`src/pkg/gcs_pkg.sv`:
```
// gcs_pkg: constants and types for the gain control and carrier sense block
// ==========================================================================
// Summary of operation
// RULE1: with the stage order bit at 1 the first amplifier stage is cut first.
// RULE2: with the stage order bit at 0 the second stage goes to minimum first.
// RULE3: a relative step code of 00, the reset value, turns relative sense off.
// RULE4: relative step codes 01, 10, 11 assert sense on a 6, 10 or 14 dB rise.
// RULE5: the level offset is a signed 4-bit dB offset from the target.
// RULE6: level offset 1000 turns level sense off; others span -7 to +7 dB.
// RULE7: the level is compared as amplitude referred back to full gain.
// RULE8: the hysteresis field, reset 10, picks a wider asymmetric dead zone.
// RULE9: after a gain step 8, 16, 24 or 32 samples are skipped, reset 01.
// RULE10: hold select 00, the reset value, adjusts gain whenever needed.
// RULE11: hold select 01 stops gain changes once a sync word is seen.
// RULE12: hold select 10 holds analog gain while digital gain still adapts.
// RULE13: hold select 11 holds all gain and lets software set it by hand.
// RULE14: averaging over 8 to 64 samples pairs with a 4 to 16 dB OOK margin.
// RULE15: target codes 0 to 7 mean 24,27,30,33,36,38,40,42 dB, reset 3.
// RULE16: with both sense thresholds off carrier sense stays low.
`default_nettype none

package gcs_pkg;

    // ======================================================================
    // register map (indices; byte address is four times the index)
    localparam logic [7:0] IDX_PRIO_THR = 8'h1C;
    localparam logic [7:0] IDX_LOOP = 8'h1D;
    localparam logic [7:0] IDX_TARGET = 8'h40;
    localparam logic [7:0] IDX_STATUS = 8'h41;
    localparam logic [7:0] IDX_MASK = 8'h42;
    localparam logic [7:0] IDX_GAIN = 8'h43;

    // ======================================================================
    // field positions
    localparam int PRIO_BIT = 6;
    localparam int REL_LSB = 4;
    localparam int ABS_LSB = 0;
    localparam int HYST_LSB = 6;
    localparam int WAIT_LSB = 4;
    localparam int HOLD_LSB = 2;
    localparam int FILT_LSB = 0;
    localparam int G_DVGA_LSB = 0;
    localparam int G_LNA2_LSB = 2;
    localparam int G_LNA1_LSB = 5;
    localparam int G_CS_BIT = 8;
    localparam int G_SYNC_BIT = 9;
    localparam int G_SETTLE_BIT = 10;
    localparam int G_RSSI_LSB = 16;

    // ======================================================================
    // reset values and codes
    localparam logic [7:0] PRIO_THR_RST = 8'h40;
    localparam logic [7:0] PRIO_THR_WMASK = 8'h7F;
    localparam logic [7:0] LOOP_RST = 8'h91;
    localparam logic [2:0] TARGET_RST = 3'h3;
    localparam logic [3:0] ABS_OFF = 4'h8;
    localparam logic [1:0] HOLD_NONE = 2'h0;
    localparam logic [1:0] HOLD_SYNC = 2'h1;
    localparam logic [1:0] HOLD_ANALOG = 2'h2;
    localparam logic [1:0] HOLD_ALL = 2'h3;

    // ======================================================================
    // lookup tables, indexed by field code
    localparam logic [3:0][5:0] WAIT_TAB = {6'h20, 6'h18, 6'h10, 6'h08};
    localparam logic [3:0][7:0] REL_TAB = {8'h0E, 8'h0A, 8'h06, 8'h00};
    localparam logic [3:0][7:0] OOK_TAB = {8'h10, 8'h0C, 8'h08, 8'h04};
    localparam logic [3:0][7:0] HYST_DN_TAB = {8'h06, 8'h04, 8'h03, 8'h02};
    localparam logic [3:0][7:0] HYST_UP_TAB = {8'h08, 8'h06, 8'h04, 8'h02};
    localparam logic [7:0][7:0] TARGET_TAB = {8'h2A, 8'h28, 8'h26, 8'h24,
                                              8'h21, 8'h1E, 8'h1B, 8'h18};
    localparam int AVG_MIN_SHIFT = 3;

    // ======================================================================
    // gain stages
    localparam logic [2:0] LNA_MAX = 3'h7;
    localparam logic [1:0] DVGA_MAX = 2'h3;
    localparam logic [7:0] LNA_STEP_DB = 8'h03;
    localparam logic [7:0] DVGA_STEP_DB = 8'h06;

    // ======================================================================
    // interrupt status bits
    localparam int IRQ_W = 4;
    localparam int EV_GAIN = 0;
    localparam int EV_CS_RISE = 1;
    localparam int EV_CS_FALL = 2;
    localparam int EV_FROZEN = 3;

    typedef enum logic {LOOP_TRACK, LOOP_SETTLE} gcs_loop_t;

endpackage : gcs_pkg

`default_nettype wire

```
`src/pkg/gcs_avg_if.sv`:
```
// gcs_avg_if: sample stream and averaged amplitude between loop and averager
`default_nettype none

interface gcs_avg_if;
    logic smp_valid;
    logic [7:0] smp;
    logic clear;
    logic [1:0] len_sel;
    logic avg_valid;
    logic [7:0] avg;

    modport producer (
        output smp_valid, smp, clear, len_sel,
        input avg_valid, avg
    );
    modport averager (
        input smp_valid, smp, clear, len_sel,
        output avg_valid, avg
    );
endinterface : gcs_avg_if

`default_nettype wire

```
`src/verilog/gcs_top.sv`:
```
// gcs_top: gain control loop and carrier sense detector with APB registers
`default_nettype none

module gcs_top
    import gcs_pkg::*;
#(
    parameter int AW = 12
) (
    input wire logic pclk,
    input wire logic presetn,
    input wire logic psel,
    input wire logic penable,
    input wire logic pwrite,
    input wire logic [AW-1:0] paddr,
    input wire logic [31:0] pwdata,
    output logic [31:0] prdata,
    output logic pready,
    output logic pslverr,
    input wire logic sample_valid,
    input wire logic [7:0] sample_amp,
    input wire logic sync_found,
    input wire logic rx_restart,
    output logic [2:0] lna1_gain,
    output logic [2:0] lna2_gain,
    output logic [1:0] dvga_gain,
    output logic carrier_sense,
    output logic ook_bit,
    output logic [7:0] rssi_db,
    output logic irq
);

    // ======================================================================
    // state
    typedef struct packed {
        logic [7:0] prio_thr;
        logic [7:0] loop_cfg;
        logic [2:0] target;
        logic [IRQ_W-1:0] status;
        logic [IRQ_W-1:0] mask;
        logic [2:0] lna1;
        logic [2:0] lna2;
        logic [1:0] dvga;
        gcs_loop_t loop;
        logic [5:0] settle_cnt;
        logic sync_hold;
        logic [7:0] rssi;
        logic [7:0] rel_base;
        logic rel_hit;
        logic abs_hit;
        logic cs;
        logic ook;
        logic irq;
        logic avg_clear;
        logic [31:0] prdata;
        logic pready;
        logic pslverr;
    } gcs_top_state_t;

    gcs_top_state_t s_reg;
    gcs_top_state_t s_next;

    // ======================================================================
    // helpers
    function automatic logic hit(input logic [AW-1:0] a,
                                 input logic [7:0] idx);
        hit = (a == AW'({idx, 2'b00}));
    endfunction : hit

    function automatic logic [7:0] gain_loss(input logic [2:0] l1,
                                             input logic [2:0] l2,
                                             input logic [1:0] dv);
        logic [7:0] d1;
        logic [7:0] d2;
        logic [7:0] d3;
        d1 = {5'h00, 3'(LNA_MAX - l1)};
        d2 = {5'h00, 3'(LNA_MAX - l2)};
        d3 = {6'h00, 2'(DVGA_MAX - dv)};
        gain_loss = 8'(d1 * LNA_STEP_DB + d2 * LNA_STEP_DB
                       + d3 * DVGA_STEP_DB);
    endfunction : gain_loss

    gcs_avg_if avg_bus();

    gcs_avg #(
        .AW(14)
    ) u_avg (
        .clk(pclk),
        .rst_n(presetn),
        .bus(avg_bus.averager)
    );

    // field views of the control registers
    logic prio;
    logic [1:0] rel_sel;
    logic [3:0] abs_off;
    logic [1:0] hyst_sel;
    logic [1:0] wait_sel;
    logic [1:0] hold_sel;
    logic [1:0] filt_sel;
    logic [7:0] target_db;

    assign prio = s_reg.prio_thr[PRIO_BIT];
    assign rel_sel = s_reg.prio_thr[REL_LSB +: 2];
    assign abs_off = s_reg.prio_thr[ABS_LSB +: 4];
    assign hyst_sel = s_reg.loop_cfg[HYST_LSB +: 2];
    assign wait_sel = s_reg.loop_cfg[WAIT_LSB +: 2];
    assign hold_sel = s_reg.loop_cfg[HOLD_LSB +: 2];
    assign filt_sel = s_reg.loop_cfg[FILT_LSB +: 2];
    assign target_db = TARGET_TAB[s_reg.target]; // RULE15

    // only samples outside the settling wait reach the averager
    assign avg_bus.smp_valid = sample_valid && (s_reg.loop == LOOP_TRACK); // RULE9
    assign avg_bus.smp = sample_amp;
    assign avg_bus.clear = s_reg.avg_clear;
    assign avg_bus.len_sel = filt_sel; // RULE14

    // combinational scratch
    logic wr;
    logic rd;
    logic [IRQ_W-1:0] evt;
    logic [IRQ_W-1:0] clr;
    logic analog_lock;
    logic digital_lock;
    logic too_high;
    logic too_low;
    logic changed;
    logic [8:0] rssi_sum;
    logic [8:0] rel_lim;
    logic signed [9:0] abs_thr;
    logic [7:0] rssi_new;
    logic abs_en;
    logic rel_en;

    // ======================================================================
    // next state
    always_comb begin
        s_next = s_reg;
        s_next.pready = 1'b0;
        s_next.pslverr = 1'b0;
        s_next.avg_clear = 1'b0;
        evt = '0;
        clr = '0;
        changed = 1'b0;
        wr = psel && penable && !s_reg.pready && pwrite;
        rd = psel && penable && !s_reg.pready && !pwrite;
        abs_en = (abs_off != ABS_OFF); // RULE6
        rel_en = (rel_sel != 2'h0); // RULE3
        rssi_sum = {1'b0, avg_bus.avg}
                   + {1'b0, gain_loss(s_reg.lna1, s_reg.lna2, s_reg.dvga)};
        // referred back to full gain by adding the dB that the gain stages have cut
        rssi_new = rssi_sum[8] ? 8'hFF : rssi_sum[7:0]; // RULE7
        abs_thr = $signed({2'b00, target_db})
                  + $signed({{6{abs_off[3]}}, abs_off}); // RULE5
        rel_lim = {1'b0, s_reg.rel_base} + {1'b0, REL_TAB[rel_sel]}; // RULE4
        too_high = {1'b0, avg_bus.avg}
                   > {1'b0, target_db} + {1'b0, HYST_DN_TAB[hyst_sel]}; // RULE8
        too_low = {1'b0, avg_bus.avg} + {1'b0, HYST_UP_TAB[hyst_sel]}
                  < {1'b0, target_db}; // RULE8
        analog_lock = (hold_sel == HOLD_ANALOG) // RULE12
                      || (hold_sel == HOLD_ALL) // RULE13
                      || ((hold_sel == HOLD_SYNC) && s_reg.sync_hold); // RULE11
        digital_lock = (hold_sel == HOLD_ALL) // RULE13
                       || ((hold_sel == HOLD_SYNC) && s_reg.sync_hold); // RULE11

        // ------------------------------------------------------------ APB
        // one wait state: the access phase ends on its second cycle
        if (psel && penable && !s_reg.pready) begin
            s_next.pready = 1'b1;
            s_next.prdata = '0;
            s_next.pslverr = !(hit(paddr, IDX_PRIO_THR) || hit(paddr, IDX_LOOP)
                               || hit(paddr, IDX_TARGET)
                               || hit(paddr, IDX_STATUS)
                               || hit(paddr, IDX_MASK)
                               || hit(paddr, IDX_GAIN));
        end
        if (wr) begin
            if (hit(paddr, IDX_PRIO_THR)) begin
                s_next.prio_thr = pwdata[7:0] & PRIO_THR_WMASK;
            end
            if (hit(paddr, IDX_LOOP)) begin
                s_next.loop_cfg = pwdata[7:0];
            end
            if (hit(paddr, IDX_TARGET)) begin
                s_next.target = pwdata[2:0];
            end
            if (hit(paddr, IDX_STATUS)) begin
                clr = pwdata[IRQ_W-1:0];
            end
            if (hit(paddr, IDX_MASK)) begin
                s_next.mask = pwdata[IRQ_W-1:0];
            end
            // manual gain only takes when everything is held
            if (hit(paddr, IDX_GAIN) && hold_sel == HOLD_ALL) begin // RULE13
                s_next.lna1 = pwdata[G_LNA1_LSB +: 3];
                s_next.lna2 = pwdata[G_LNA2_LSB +: 3];
                s_next.dvga = pwdata[G_DVGA_LSB +: 2];
            end
        end
        if (rd) begin
            if (hit(paddr, IDX_PRIO_THR)) begin
                s_next.prdata = {24'h000000, s_reg.prio_thr};
            end
            if (hit(paddr, IDX_LOOP)) begin
                s_next.prdata = {24'h000000, s_reg.loop_cfg};
            end
            if (hit(paddr, IDX_TARGET)) begin
                s_next.prdata = {29'h00000000, s_reg.target};
            end
            if (hit(paddr, IDX_STATUS)) begin
                s_next.prdata = 32'(s_reg.status);
            end
            if (hit(paddr, IDX_MASK)) begin
                s_next.prdata = 32'(s_reg.mask);
            end
            if (hit(paddr, IDX_GAIN)) begin
                s_next.prdata[G_LNA1_LSB +: 3] = s_reg.lna1;
                s_next.prdata[G_LNA2_LSB +: 3] = s_reg.lna2;
                s_next.prdata[G_DVGA_LSB +: 2] = s_reg.dvga;
                s_next.prdata[G_CS_BIT] = s_reg.cs;
                s_next.prdata[G_SYNC_BIT] = s_reg.sync_hold;
                s_next.prdata[G_SETTLE_BIT] = (s_reg.loop == LOOP_SETTLE);
                s_next.prdata[G_RSSI_LSB +: 8] = s_reg.rssi;
            end
        end

        // ------------------------------------------------------ sync hold
        // set wins over the restart so a sync word in that cycle still holds
        if (rx_restart) begin
            s_next.sync_hold = 1'b0;
        end
        if (sync_found && hold_sel == HOLD_SYNC) begin // RULE11
            s_next.sync_hold = 1'b1;
            evt[EV_FROZEN] = !s_reg.sync_hold;
        end

        // ------------------------------------------------------ OOK slicer
        if (sample_valid) begin
            s_next.ook = ({1'b0, sample_amp} + {1'b0, OOK_TAB[filt_sel]})
                         >= {1'b0, s_reg.rssi}; // RULE14
        end

        // ---------------------------------------------------------- loop
        case (s_reg.loop)
            LOOP_SETTLE: begin
                if (sample_valid) begin
                    if (s_reg.settle_cnt == 6'h00) begin
                        s_next.loop = LOOP_TRACK; // RULE9
                    end else begin
                        s_next.settle_cnt = s_reg.settle_cnt - 6'h01;
                    end
                end
            end
            LOOP_TRACK: begin
                if (avg_bus.avg_valid) begin
                    s_next.rssi = rssi_new;
                    // level sense, referred to the target amplitude
                    s_next.abs_hit = abs_en
                        && ($signed({2'b00, rssi_new}) >= abs_thr); // RULE6
                    // relative sense: baseline follows until a jump is seen
                    if (!rel_en) begin
                        s_next.rel_hit = 1'b0; // RULE3
                        s_next.rel_base = rssi_new;
                    end else if (!s_reg.rel_hit) begin
                        if ({1'b0, rssi_new} >= rel_lim) begin
                            s_next.rel_hit = 1'b1; // RULE4
                        end else begin
                            s_next.rel_base = rssi_new;
                        end
                    end else if ({1'b0, rssi_new} < rel_lim) begin
                        s_next.rel_hit = 1'b0;
                    end
                    // gain decision, held in hold modes
                    if (too_high) begin
                        if (!analog_lock && prio && s_reg.lna1 != 3'h0) begin
                            s_next.lna1 = s_reg.lna1 - 3'h1; // RULE1
                            changed = 1'b1;
                        end else if (!analog_lock && s_reg.lna2 != 3'h0) begin
                            s_next.lna2 = s_reg.lna2 - 3'h1; // RULE2
                            changed = 1'b1;
                        end else if (!analog_lock && s_reg.lna1 != 3'h0) begin
                            s_next.lna1 = s_reg.lna1 - 3'h1; // RULE2
                            changed = 1'b1;
                        end else if (!digital_lock
                                     && s_reg.dvga != 2'h0) begin
                            s_next.dvga = s_reg.dvga - 2'h1; // RULE12
                            changed = 1'b1;
                        end
                    end else if (too_low) begin
                        // raise in the reverse order of lowering
                        if (!digital_lock && s_reg.dvga != DVGA_MAX) begin
                            s_next.dvga = s_reg.dvga + 2'h1; // RULE10
                            changed = 1'b1;
                        end else if (!analog_lock && !prio
                                     && s_reg.lna1 != LNA_MAX) begin
                            s_next.lna1 = s_reg.lna1 + 3'h1; // RULE10
                            changed = 1'b1;
                        end else if (!analog_lock
                                     && s_reg.lna2 != LNA_MAX) begin
                            s_next.lna2 = s_reg.lna2 + 3'h1; // RULE10
                            changed = 1'b1;
                        end else if (!analog_lock
                                     && s_reg.lna1 != LNA_MAX) begin
                            s_next.lna1 = s_reg.lna1 + 3'h1; // RULE10
                            changed = 1'b1;
                        end
                    end
                    if (changed) begin
                        s_next.loop = LOOP_SETTLE;
                        s_next.settle_cnt = WAIT_TAB[wait_sel] - 6'h01; // RULE9
                        s_next.avg_clear = 1'b1;
                        evt[EV_GAIN] = 1'b1;
                    end
                end
            end
            default: begin
                s_next.loop = LOOP_TRACK;
            end
        endcase

        // ------------------------------------------------- carrier sense
        // a field switched off takes effect at once, not at the next average
        s_next.cs = (s_next.abs_hit && abs_en)
                    || (s_next.rel_hit && rel_en); // RULE16
        evt[EV_CS_RISE] = s_next.cs && !s_reg.cs;
        evt[EV_CS_FALL] = !s_next.cs && s_reg.cs;

        // ------------------------------------------------------ interrupt
        // a new event beats a write-one-to-clear in the same cycle
        s_next.status = (s_reg.status & ~clr) | evt;
        s_next.irq = |(s_next.status & s_next.mask);
    end

    // ======================================================================
    // registers
    always_ff @(posedge pclk or negedge presetn) begin
        if (!presetn) begin
            s_reg <= '0;
            s_reg.prio_thr <= PRIO_THR_RST;
            s_reg.loop_cfg <= LOOP_RST;
            s_reg.target <= TARGET_RST;
            s_reg.lna1 <= LNA_MAX;
            s_reg.lna2 <= LNA_MAX;
            s_reg.dvga <= DVGA_MAX;
            s_reg.loop <= LOOP_TRACK;
        end else begin
            s_reg <= s_next;
        end
    end

    // ======================================================================
    // outputs
    assign prdata = s_reg.prdata;
    assign pready = s_reg.pready;
    assign pslverr = s_reg.pslverr;
    assign lna1_gain = s_reg.lna1;
    assign lna2_gain = s_reg.lna2;
    assign dvga_gain = s_reg.dvga;
    assign carrier_sense = s_reg.cs;
    assign ook_bit = s_reg.ook;
    assign rssi_db = s_reg.rssi;
    assign irq = s_reg.irq;

endmodule : gcs_top

`default_nettype wire

```
`src/verilog/gcs_avg.sv`:
```
// gcs_avg: block averager of channel filter amplitude over 8 to 64 samples
`default_nettype none

module gcs_avg
    import gcs_pkg::*;
#(
    parameter int AW = 14
) (
    input wire logic clk,
    input wire logic rst_n,
    gcs_avg_if.averager bus
);

    typedef struct packed {
        logic [AW-1:0] acc;
        logic [6:0] cnt;
        logic [7:0] avg;
        logic vld;
    } gcs_avg_state_t;

    gcs_avg_state_t s_reg;
    gcs_avg_state_t s_next;
    logic [AW-1:0] sum;
    logic [AW-1:0] shifted;
    logic [6:0] len;

    always_comb begin
        s_next = s_reg;
        s_next.vld = 1'b0;
        len = 7'h08 << bus.len_sel; // RULE14
        sum = s_reg.acc + AW'(bus.smp);
        shifted = sum >> (AVG_MIN_SHIFT + int'(bus.len_sel));
        if (bus.clear) begin
            s_next.acc = '0;
            s_next.cnt = '0;
        end else if (bus.smp_valid) begin
            if (s_reg.cnt + 7'h01 == len) begin
                s_next.avg = shifted[7:0];
                s_next.vld = 1'b1;
                s_next.acc = '0;
                s_next.cnt = '0;
            end else begin
                s_next.acc = sum;
                s_next.cnt = s_reg.cnt + 7'h01;
            end
        end
    end

    always_ff @(posedge clk or negedge rst_n) begin
        if (!rst_n) begin
            s_reg <= '0;
        end else begin
            s_reg <= s_next;
        end
    end

    assign bus.avg_valid = s_reg.vld;
    assign bus.avg = s_reg.avg;

endmodule : gcs_avg

`default_nettype wire

```
`config.mk`:
```
export PLATFORM = sky130hd
export DESIGN_NAME = gcs_top
export DESIGN_NICKNAME = d
export VERILOG_FILES = /design/src/pkg/gcs_pkg.sv /design/src/pkg/gcs_avg_if.sv /design/src/verilog/gcs_top.sv /design/src/verilog/gcs_avg.sv
export SDC_FILE = /design/constraint.sdc
export NUM_CORES = 1
export LEC_CHECK = 0
export BUFFER_PORTS_ARGS = -buffer_cell sky130_fd_sc_hd__buf_2
export CORE_UTILIZATION = 35
export DETAILED_ROUTE_END_ITERATION = 10
export GPL_ROUTABILITY_DRIVEN = 0
export GPL_TIMING_DRIVEN = 0
export SYNTH_ARGS = -nofsm -noshare
export SYNTH_HDL_FRONTEND = slang
export SYNTH_SLANG_ARGS = --single-unit
```
`constraint.sdc`:
```
create_clock -name pclk -period 7.05 [get_ports pclk]
set_input_delay 0.3525 -clock pclk [delete_from_list [all_inputs] [get_ports pclk]]
set_output_delay 0.3525 -clock pclk [all_outputs]
set_load 0.005 [all_outputs]
```
# After elaboration in Yosys (flattened, before gate mapping)
# Memory sizes are Yosys's and may differ from the RTL's.
# Cells that the tools add are included.
# totals
ff_bits	128
out_inout_bits	53
mem_bits_ro	64
mem_count	1
word_cells	228
in_bits	60
# classes
reduce_logical	56
n_lt_le_gt_ge	11
mux	81
bitwise	6
shifts	2
addsub	22
eq_ne	20
mul	3
# mem_list
name	words	word_bits	rd	rd_ports_with_merged_regs	wr	line	text
(no name shown)	8	8	1	0	0	gcs_top.sv:109	assign target_db = TARGET_TAB[s_reg.target];
# ops
operator	n
2-to-1 mux 32 bit	6
2-to-1 mux 8 bit	13
binary-select mux 8 bit (select 2 bit)	4
equality test 12 x 9 -> 1 bit (second input constant)	4
2-to-1 mux 21 bit	2
adder 8 x 8 -> 9 bit	4
2-to-1 mux 34 bit	1
right shift 14 x 32 -> 8 bit	1
2-to-1 mux 30 bit	1
2-to-1 mux 3 bit	9
equality test 12 x 7 -> 1 bit (second input constant)	2
logical AND 1 bit	23
2-to-1 mux 1 bit	23
2-to-1 mux 6 bit	3
2-to-1 mux 9 bit	2
2-to-1 mux 15 bit	1
adder 14 x 8 -> 14 bit	1
2-to-1 mux 7 bit	2
one-hot mux 7 bit (2 select lines)	1
binary-select mux 6 bit (select 2 bit)	1
< comparator 2 x 3 -> 1 bit (second input constant)	4
2-to-1 mux 12 bit	1
2-to-1 mux 2 bit	6
2-to-1 mux 4 bit	3
other kinds (45)	83

# Logic depth before layout (Yosys ltp)
# Gate-level depths: netlist of run 1.
# depth
depth_word	19
ltp_mapped	24
mapped_depth_nobuf	24

# Cells and area by module
# From an unflattened synthesis of run 1, not the netlist that was laid out.
# unflattened
cells_unflattened	1077
hier_area_um2	10010.9
# modules_own_cells
module	cells_per_inst	seq_area_each_um2	area_per_inst_um2	n_inst
gcs_top	826	2469.9	7778.7	1
gcs_avg	251	750.7	2232.1	1

# Least setup slack after synthesis of run 1
# Ideal clock, no wire load.
# synth_path
path_type	register -> register
from	register s_reg (netlist bit dvga_gain[0])
to	register s_reg (netlist bit irq)
stages_incl_launch_ff	25
setup_ns	0.104
setup_slack_ns	1.254
arrival_time_ns	5.692
required_ns	6.946
period_less_slack_ns	5.796
n_path_buf	0
cell_sequence	dfstp_2 inv_1 ha_1 fa_1 inv_1 fa_1 fa_1 inv_1 ha_1 fa_1 a21oi_1 nor2b_1 nor3_1 a21oi_1 o22ai_1 nand2b_1 ha_1 a21o_1 a211o_1 a31oi_1 nand4b_1 a41oi_1 a211oi_1 or2_1 o311ai_1
# synth_lines
item	line	text
start: declaration	gcs_top.sv:59	gcs_top_state_t s_reg;
start signal: assignment	gcs_top.sv:346	s_reg <= s_next;

==> results of run 1 <==
-- layout by cell type (no fill, tap or decap), drive strengths merged, types with 5 or more instances in the layout --
| cell type | netlist | routed |
|---|---|---|
| mux2 | 26 | 26 |
| nand3b | 6 | 6 |
| o2bb2ai | 5 | 5 |
| xor2 | 16 | 16 |
| a21oi | 47 | 47 |
| ha | 104 | 104 |
| a211oi | 8 | 8 |
| o211ai | 9 | 9 |
| dfrtp | 114 | 114 |
| clkbuf | 28 | 46 |
| o221ai | 7 | 7 |
| nand4 | 7 | 7 |
| xnor2 | 27 | 27 |
| a22o | 20 | 20 |
| or3 | 11 | 11 |
| fa | 18 | 18 |
| or2 | 7 | 7 |
| mux2i | 13 | 13 |
| a31oi | 9 | 9 |
| nor2b | 14 | 14 |
| a211o | 8 | 8 |
| nand2b | 11 | 11 |
| nor3 | 13 | 13 |
| a22oi | 6 | 6 |
| nand2 | 93 | 93 |
| and3 | 10 | 10 |
| o21ai | 81 | 81 |
| inv | 81 | 86 |
| nand3 | 19 | 19 |
| buf | 53 | 141 |
| o21a | 8 | 8 |
| and2 | 18 | 18 |
| a21o | 16 | 16 |
| dfstp | 14 | 14 |
| nor2 | 67 | 67 |
-- power by group --
part,switching (uW),internal [uW],leakage [uW],total [uW]
Clock,363,571,0.000294,934
Sequential,34.4,778,0.00167,812
Combinational,232,186,0.00356,417
Total,629,1530,0.00552,2160
-- worst paths after layout --
kind                                       to  cells past startpoint
min                                 s_reg[56]                      2
max reg2reg                               irq                     24
max                                       irq                     24
min in group asynchronous           s_reg[61]                      2
max in group asynchronous  avg_bus.len_sel[0]                      3
min reg2reg                   u_avg.s_reg[23]                      2
-- metrics by stage --
step	hold slack, ps	area (sq um)	total power (uW)	setup slack, ps
after global placement	460.8	10600	1231	584.2
after floorplan	56.91	9697	1131	1254
after global routing	87.86	11260	2283	38.82
after detailed placement	399.2	10630	1242	539.6
final	104.0	11260	2164	499.5
after CTS	93.62	11260	2186	519.4
-- synthesized netlist by cell type, types with 5 or more instances --
library cell	number	area, sq um
o21ai_1	12	60.06
nand3b_1	6	45.04
a22oi_1	6	45.04
buf_4	48	360.4
and2_1	18	112.6
xnor2_1	27	236.5
a21oi_1	45	225.2
nand3_1	19	95.09
mux2_2	26	292.8
a211oi_1	8	60.06
dfrtp_1	114	2853
o21ai_0	69	345.3
o2bb2ai_1	5	43.79
nor2b_1	14	87.58
ha_1	104	1301
mux2i_1	13	130.1
a21o_1	15	112.6
clkbuf_1	28	105.1
dfstp_2	14	367.9
a31oi_1	9	56.30
o221ai_1	7	61.31
a22o_1	20	175.2
o21a_1	8	60.06
or2_2	6	37.54
nand2b_1	11	68.82
inv_1	81	304.0
xor2_1	16	140.1
or3_1	10	62.56
nor3_1	11	55.05
fa_1	18	360.4
and3_1	10	62.56
nor2_1	67	251.5
nand2_1	92	345.3
nand4_1	7	43.79
a211o_1	8	70.07
o211ai_1	9	67.56
-- logic make-up after synthesis --
| kind of cell | synth area share, % |
|---|---|
| muxes | 4.361 |
| and+or+nand+nor | 15.61 |
| xor gates and xnor gates | 4.593 |
| other | 0.03867 |
| DFF | 33.21 |
| buffers and inverters | 8.245 |
| AOI/OAI and AO/OA | 16.80 |
| adders and majority gates | 17.14 |
-- layout make-up --
| type | instances | area, sq um |
|---|---|---|
| repair buffers | 89 | 479.2 |
| inverters | 81 | 304.0 |
| well taps | 372 | 465.4 |
| clock buffers | 18 | 439.2 |
| multi-input cells | 758 | 5677 |
| fillers | 2692 | 15840 |
| flip-flops and latches | 128 | 3221 |
| plain buffers | 81 | 495.5 |
| clock inverters | 14 | 178.9 |
-- critical path, delay by kind of cell (launching register included) --
family	cells	cell delay, ps
AOI/OAI and AO/OA	9	1840
adders and majority gates	7	2830
DFF	1	670
buffers and inverters	3	170
and+or+nand+nor	5	930
-- layer usage --
metal  GRT usage [%]  vias up
met5               0        -
met4           5.336        0
met3           2.806       26
met2           30.52      156
met1           23.81     3728
li1                -     3864
-- repair_timing --
action / CTS / global route
endpoints found under the setup margin: 0 / 0
hold endpoints to repair: 49 / 0
hold buffers: 1 / 0
==> run metrics, run 1 <==
Synth cell types=slightly above 70; antenna violations before repair=0; VDD IR max=0.0001701 V; warnings from Yosys=0; Hold Startpoint=rx_restart; Placement Rows=60; Startpoint Class=flop; CTS buffer count=17; crit path from=dvga_gain[0]; Main synth FF type=dfrtp_1; CP peak stage delay=670 ps; Synth Instances=1,048; area grow syn2layout=16.12%; Pwr Density=around 190 nW/um^2; crit share post-route=92.91%; crit path DAT=between 6000 and 7000 ps; Die Area=28,380 sq um; Setup Buffers After CTS=0; CP endpoint kind=flop; gr ovfl total=0; Die Span X=168.5 um; Syn Area/Cell=9.253 sq um; Worst path slowest cell=dfstp_2; IO Pins=113; post-route insts no fill=~1,500; CTS sink count=128; Final min period=about 6600 ps; final clock skew=18.22 ps; Post-Syn Area=~9700 sq um; post-cts resize count=0; Max clock buf depth=2; Initial Util=35.78%; max cap viols=0; DRT met1 WL=between 10 and 15 mm; core area=27,100 sq um; number of flip-flops in the largest register=32; Die Span Y=between 150 and 200 um; global-route usage over all layers=~18%; Util after Layout=between 40% and 50%; Pins Over Slew Limit=0; DR iter-0 viols=470; routed len/inst=approximately 16 um; # H-tree levels=4; Root Buffer Master=clkbuf_16; Final ANT Viol Nets=0; Worst-path clk slew=60 ps; routed length on met2=11.85 mm; highest routed layer=met4; setup_tns=0 ps; ant diodes=0; Worst path most repeated cell=fa_1; Slew headroom=between 40% and 50%; final wirelength=24.43 mm; Via-to-Cell Ratio=5.045; cells along the critical path=inv_1, ha_1, fa_1, inv_1, fa_1, fa_1, inv_1, ha_1, fa_1, a21oi_1, nor2b_1, nor3_1, a21oi_1, o22ai_1, nand2b_1, ha_1, a21o_1, a211o_1, a31oi_1, nand4b_1, a41oi_1, a211oi_1, or2_1, o311ai_1; Worst-Margin Slew=867.9 ps; via count=7,774; vias in the first global route=around 7,600; 1st-pass router iterations=5; Skew-Pair Late Insertion Delay=430 ps; fmax=152.7 MHz; HPWL after DPL=around 19 mm; met3 WL post-DR=870 um; RR Startpoint=dvga_gain[0]; DR DRC count=0; hold crit path type=in -> reg; RSZ-0062 raised after global routing=no; crit-path max FO=8; P_leak=0.005520 uW; largest net degree at the start of global routing=67; Inst Count DP=between 1,500 and 2,000; port buffer count=87; final setup fails=0; TritonCTS clock tree=done; status=finished clean; kind of critical path=reg -> reg; CP required=7360 ps; sequential-to-total area share from yosys stat=33.21%; global-route wire length before repair=40.22 mm; register-to-register setup slack=500 ps; final hold violation count=0; share of cells above drive strength 1=about a fifth; syn nets=roughly 1,200; Synth Register Bits=128; Final #Nets=1,338; number of synthesized flops with an enable pin=0; asr flop ratio synth=100.0%
Note: power is estimated with default switching activity, not from simulation.
==> run 2, diff against run 1 <==
- CELL_PAD_IN_SITES_DETAIL_PLACEMENT: not set -> 0
- CELL_PAD_IN_SITES_GLOBAL_PLACEMENT: not set -> 2
- PLACE_DENSITY_LB_ADDON: not set -> 0.1
- clock period: 7.05 -> 8.2 ns (I/O delays scaled with it)
==> run 2 against run 1 <==
Effect of this change: critical path type unchanged; flip-flop and latch count unchanged; first-iteration DRC count decreased by 15%; global-route usage up 1.7 points; critical path depth stayed put; cell count stayed put; die area unchanged; critical endpoint unchanged; clock-buffer cell count stayed put.
==> run metrics, run 2 (same netlist as run 1, synthesis figures left out) <==
status=finished clean; post-route insts no fill=1,541; worst r2r dst=irq; core area=27,100 sq um; kind of critical path=reg -> reg; Setup Buffers After CTS=0; register-to-register setup slack=between 1500 and 2000 ps; RSZ-0062 raised after global routing=no; final wirelength=27.05 mm; Startpoint Class=flop; share of cells above drive strength 1=19.42%; cts hold-fix bufs=1; VDD IR max=0.0001213 V; CP endpoint kind=flop; Worst-path clk slew=about 70 ps; Final ANT Viol Nets=0; crit path from=dvga_gain[0]; 1st-pass router iterations=5; TritonCTS clock tree=done; post-cts resize count=0; Via-to-Cell Ratio=4.988; Pins Over Slew Limit=0; gr ovfl total=0; Die Area=28,380 sq um; Skew-Pair Late Insertion Delay=430 ps; Worst-Margin Slew=between 900 and 1000 ps; setup_tns=0 ps; area grow syn2layout=16.52%; Final min period=between 6000 and 7000 ps; fillers=2,736; Slew headroom=34.36%; DR iter-0 viols=400; CTS buffer count=17; r2r worst-path depth=24; final hold violation count=0; ant diodes=0; Die Span X=168.5 um; hold crit path type=in -> reg; max cap viols=0; routed len/inst=17.56 um; Initial Util=roughly 36%; Pwr Density=~170 nW/um^2; number of flip-flops in the largest register=32; global-route wire length before repair=43.13 mm; Die Span Y=168.5 um; # H-tree levels=4; HPWL after DPL=20.73 mm; RR Startpoint=dvga_gain[0]; most frequent cells in the layout=dfrtp_1, ha_1, nand2_1; CP required=8510 ps; vias in the first global route=~7,500; crit path DAT=approximately 7000 ps; end of the critical path=irq; Root Buffer Master=clkbuf_16; fmax=150.3 MHz; Hold Startpoint=rx_restart; DR DRC count=0; global-route usage over all layers=19.75%; largest net degree at the start of global routing=76; antenna violations before repair=0; commonest non-fill, non-tap cell in the layout=dfrtp_1; CTS sink count=128; Placement Rows=60; IO Pins=113; final setup fails=0; final clock skew=14.11 ps; crit share post-route=81.13%; crit-path max FO=8; via count=7,686; port buffer count=87; Max clock buf depth=2; P_leak=0.005550 uW; Inst Count DP=~1,500; Final #Nets=about 1,300
[run 2: per-layer routing]
layer	vias up	share of wire [%]	track usage (%)
met5	-	0	0
met2	117	47	32.18
li1	3857	-	-
met4	0	0.81	3.992
met1	3696	50	28.12
met3	16	2.9	2.361
[run 2: layout make-up]
type | count | area (sq um) | share of cell area [%]
Buffer | 81 | 495.5 | 4.385
Clock buffer | 18 | 439.2 | 3.887
Clock inverter | 14 | 217.7 | 1.927
Inverter | 81 | 304.0 | 2.691
Multi-Input combinational cell | 758 | 5677 | 50.24
Sequential cell | 128 | 3221 | 28.51
Tap cell | 372 | 465.4 | 4.120
Timing Repair Buffer | 89 | 479.2 | 4.241
[run 2: per-stage QoR]
step / worst slack (ps) / instance area (sq um) / utilization [%] / power (uW) / hold slack (ps)
after floorplan: 2404 / 9697 / - / 972.2 / 114.4
after global placement: 1629 / 10600 / 39.10 / 1073 / 461.1
after detailed placement: 1568 / 10630 / 39.23 / 1078 / 410.4
after CTS: 1538 / 11300 / 41.69 / 1961 / 158.2
after global routing: 1121 / 11300 / 41.69 / 2036 / 172.6
final: 1547 / 11300 / 41.69 / 1938 / 163.0
[run 2: worst min-delay path by stage]
stage | endpoint | slack [ps] | cells past startpoint
floorplan | abs_off[0] | 110 | 0
global placement | s_reg[38] | 460 | 2
detailed placement | prdata[15] | 410 | 1
CTS | s_reg[56] | 160 | 2
global route | s_reg[56] | 170 | 2
finish | s_reg[56] | 160 | 2
[run 2: power by group]
group / switching [uW] / internal [uW]
clock network: 341 / 530
registers: 28.9 / 669
logic: 210 / 160
[run 2: worst max-delay path: stages (launching register included)]
cell      delay [ps]
dfstp_2          680
inv_1             70
ha_1             360
fa_1             500
inv_1             50
fa_1             460
fa_1             550
inv_1             40
ha_1             210
fa_1             400
a21oi_1          200
nor2b_1           90
nor3_1           200
a21oi_1           60
o22ai_1          130
nand2b_1         200
ha_1             360
a21o_1           230
a211o_1          270
a31oi_1          210
nand4b_1         130
a41oi_1          350
a211oi_1         150
or2_1            320
o311ai_1         320
==> run 3, diff against run 2 <==
- CORE_UTILIZATION: 35 -> 34
- clock period: 8.2 -> 6.1 ns (I/O delays scaled with it)
==> run 3 against run 2 <==
Effect of this change: worst hold slack got worse by 120 ps; highest routed layer unchanged; register-to-register slack got worse by 1300 ps; combinational power increased by 34%; die area increased by 2.9%; total power increased by 32%.
==> run metrics, run 3 (same netlist as run 1, synthesis figures left out) <==
final clock skew=13.26 ps; RR Startpoint=dvga_gain[1]; Startpoint Class=flop; HPWL after DPL=20.95 mm; Initial Util=34.71%; vias in the first global route=~7,500; sw frac=30.15%; VDD IR max=around 0.00016 V; Placement Rows=just over 60; 1st-pass router iterations=4; Worst path slowest cell=dfstp_2; CTS sink count=about 130; ant diodes=0; Switch Pwr=between 700 and 800 uW; Pins Over Slew Limit=0; Logic pwr share=about a fifth; Final ANT Viol Nets=0; hold slack=~47 ps; P_leak=approximately 0.0056 uW; Die Span Y=170.9 um; gr ovfl total=0; most frequent cells in the layout=dfrtp_1, ha_1, nand2_1; core area=27,930 sq um; Inst Count DP=approximately 1,500; via count=7,706; area grow syn2layout=18.23%; DP Area=10,640 sq um; crit share post-route=96.07%; family with the most delay on the worst path=adder cells; antenna violations before repair=0; Root Buffer Master=clkbuf_16; Via-to-Cell Ratio=4.946; final hold violation count=0; crit path DAT=6190 ps; fillers=~2,900; DR DRC count=0; crit-path max FO=4; Worst-path clk slew=70 ps; status=finished clean; FF+latch area=3221 sq um; kind of critical path=reg -> reg; Slew headroom=34.34%; RSZ-0062 raised after global routing=yes; Die Area=a little under 30,000 sq um; CTS buffer count=17; Pint=roughly 1800 uW; Final min period=5860 ps; Die Span X=170.9 um; hold path cells=2; global-route usage over all layers=19.51%; # H-tree levels=4; Skew-Pair Late Insertion Delay=430 ps; fmax=170.6 MHz; Final #Nets=about 1,300; crit path buf inv count=3; Max clock buf depth=2; largest net degree at the start of global routing=68; commonest non-fill, non-tap cell in the layout=dfrtp_1; global-route wire length before repair=43.27 mm; share of cells above drive strength 1=a little over a fifth; routed len/inst=17.51 um; post-route insts no fill=1,558; CP peak stage delay=550 ps; CP endpoint kind=flop; final wirelength=27.28 mm; TritonCTS clock tree=done; cells along the critical path=inv_1, ha_4, fa_1, inv_1, fa_1, fa_1, inv_1, ha_2, fa_2, a21oi_2, nor2b_2, or3_1, a21o_4, ha_2, a21o_1, a211o_1, a31oi_2, nand4b_1, a41oi_2, a211oi_2, or2_4, o311ai_2; Seq pwr share=36.7%; Hold Startpoint=rx_restart; port buffer count=87; Worst-Margin Slew=977.4 ps; number of flip-flops in the largest register=32; IO Pins=113; Pwr Density=223.0 nW/um^2; final setup fails=0; Hold Path Sink=s_reg[56]; DR iter-0 viols=450; hold crit path type=in -> reg; Pwr Total=about 2600 uW; worst r2r dst=irq; Clk pwr share=43.9%; r2r worst-path depth=22; design area=11,460 sq um; area occupied by multi-input gates=5777 sq um; register-to-register setup slack=240 ps; max cap viols=0; CP required=approximately 6400 ps
## run 3: cell types whose count changed in the layout (fill, tap and decap cells not counted), sizes merged
cell | previous run | this run
buf | 141 | 152
bufinv | 4 | 3
clkinv | 3 | 4
## run 3: power by group through the flow
stage	clock, uW	combinational (uW)	sequential, uW
after detailed placement	0	496	953
after CTS	1150	499	939
final	1120	494	939
after floorplan	0	363	943
after global routing	1190	562	946
after global placement	0	490	953
## run 3: timing repair
action,CTS,global route
resized for setup,5,16
hold endpoints to repair,57,0
setup endpoints to repair,12,12
pin swaps,3,17
hold buffers,1,0
setup buffers,4,7
## run 3: per-stage QoR
| stage | TNS [ps] | utilization (%) | setup slack, ps |
|---|---|---|---|
| 5_1_grt | -20.01 | 41.04 | -20.01 |
| 6_report | 0 | 41.04 | 239.6 |
| 4_1_cts | 0 | 40.59 | 7.964 |
| 2_1_floorplan | 0 | - | 303.8 |
| 3_5_place_dp | -4695 | 38.09 | -504.5 |
| 3_3_place_gp | -4513 | 37.96 | -517.3 |
## run 3: worst max path at each step
stage | start | to | slack [ps] | cells after the start
detailed placement | dvga_gain[0] | irq | -500 | 24
global route | dvga_gain[1] | irq | -20 | 22
finish | dvga_gain[1] | irq | 240 | 22
floorplan | dvga_gain[0] | irq | 300 | 24
global placement | dvga_gain[0] | irq | -520 | 24
CTS | dvga_gain[0] | irq | 8 | 24
## run 3: layout make-up
type / instances / area share, %
Tap cell: 378 / 4.125
Timing Repair Buffer: 100 / 4.900
Clock buffer: 18 / 3.831
Inverter: 81 / 2.652
Multi-Input combinational cell: 758 / 50.39
Clock inverter: 14 / 1.692
Buffer: 81 / 4.322
Sequential cell: 128 / 28.09
## run 3: metal layers
layer | track usage [%] | up-vias | share of wire [%]
met5 | 0 | - | 0
met4 | 3.727 | 0 | 0.83
met3 | 2.545 | 14 | 2.1
met2 | 31.64 | 92 | 47
met1 | 27.75 | 3712 | 50
li1 | - | 3888 | -
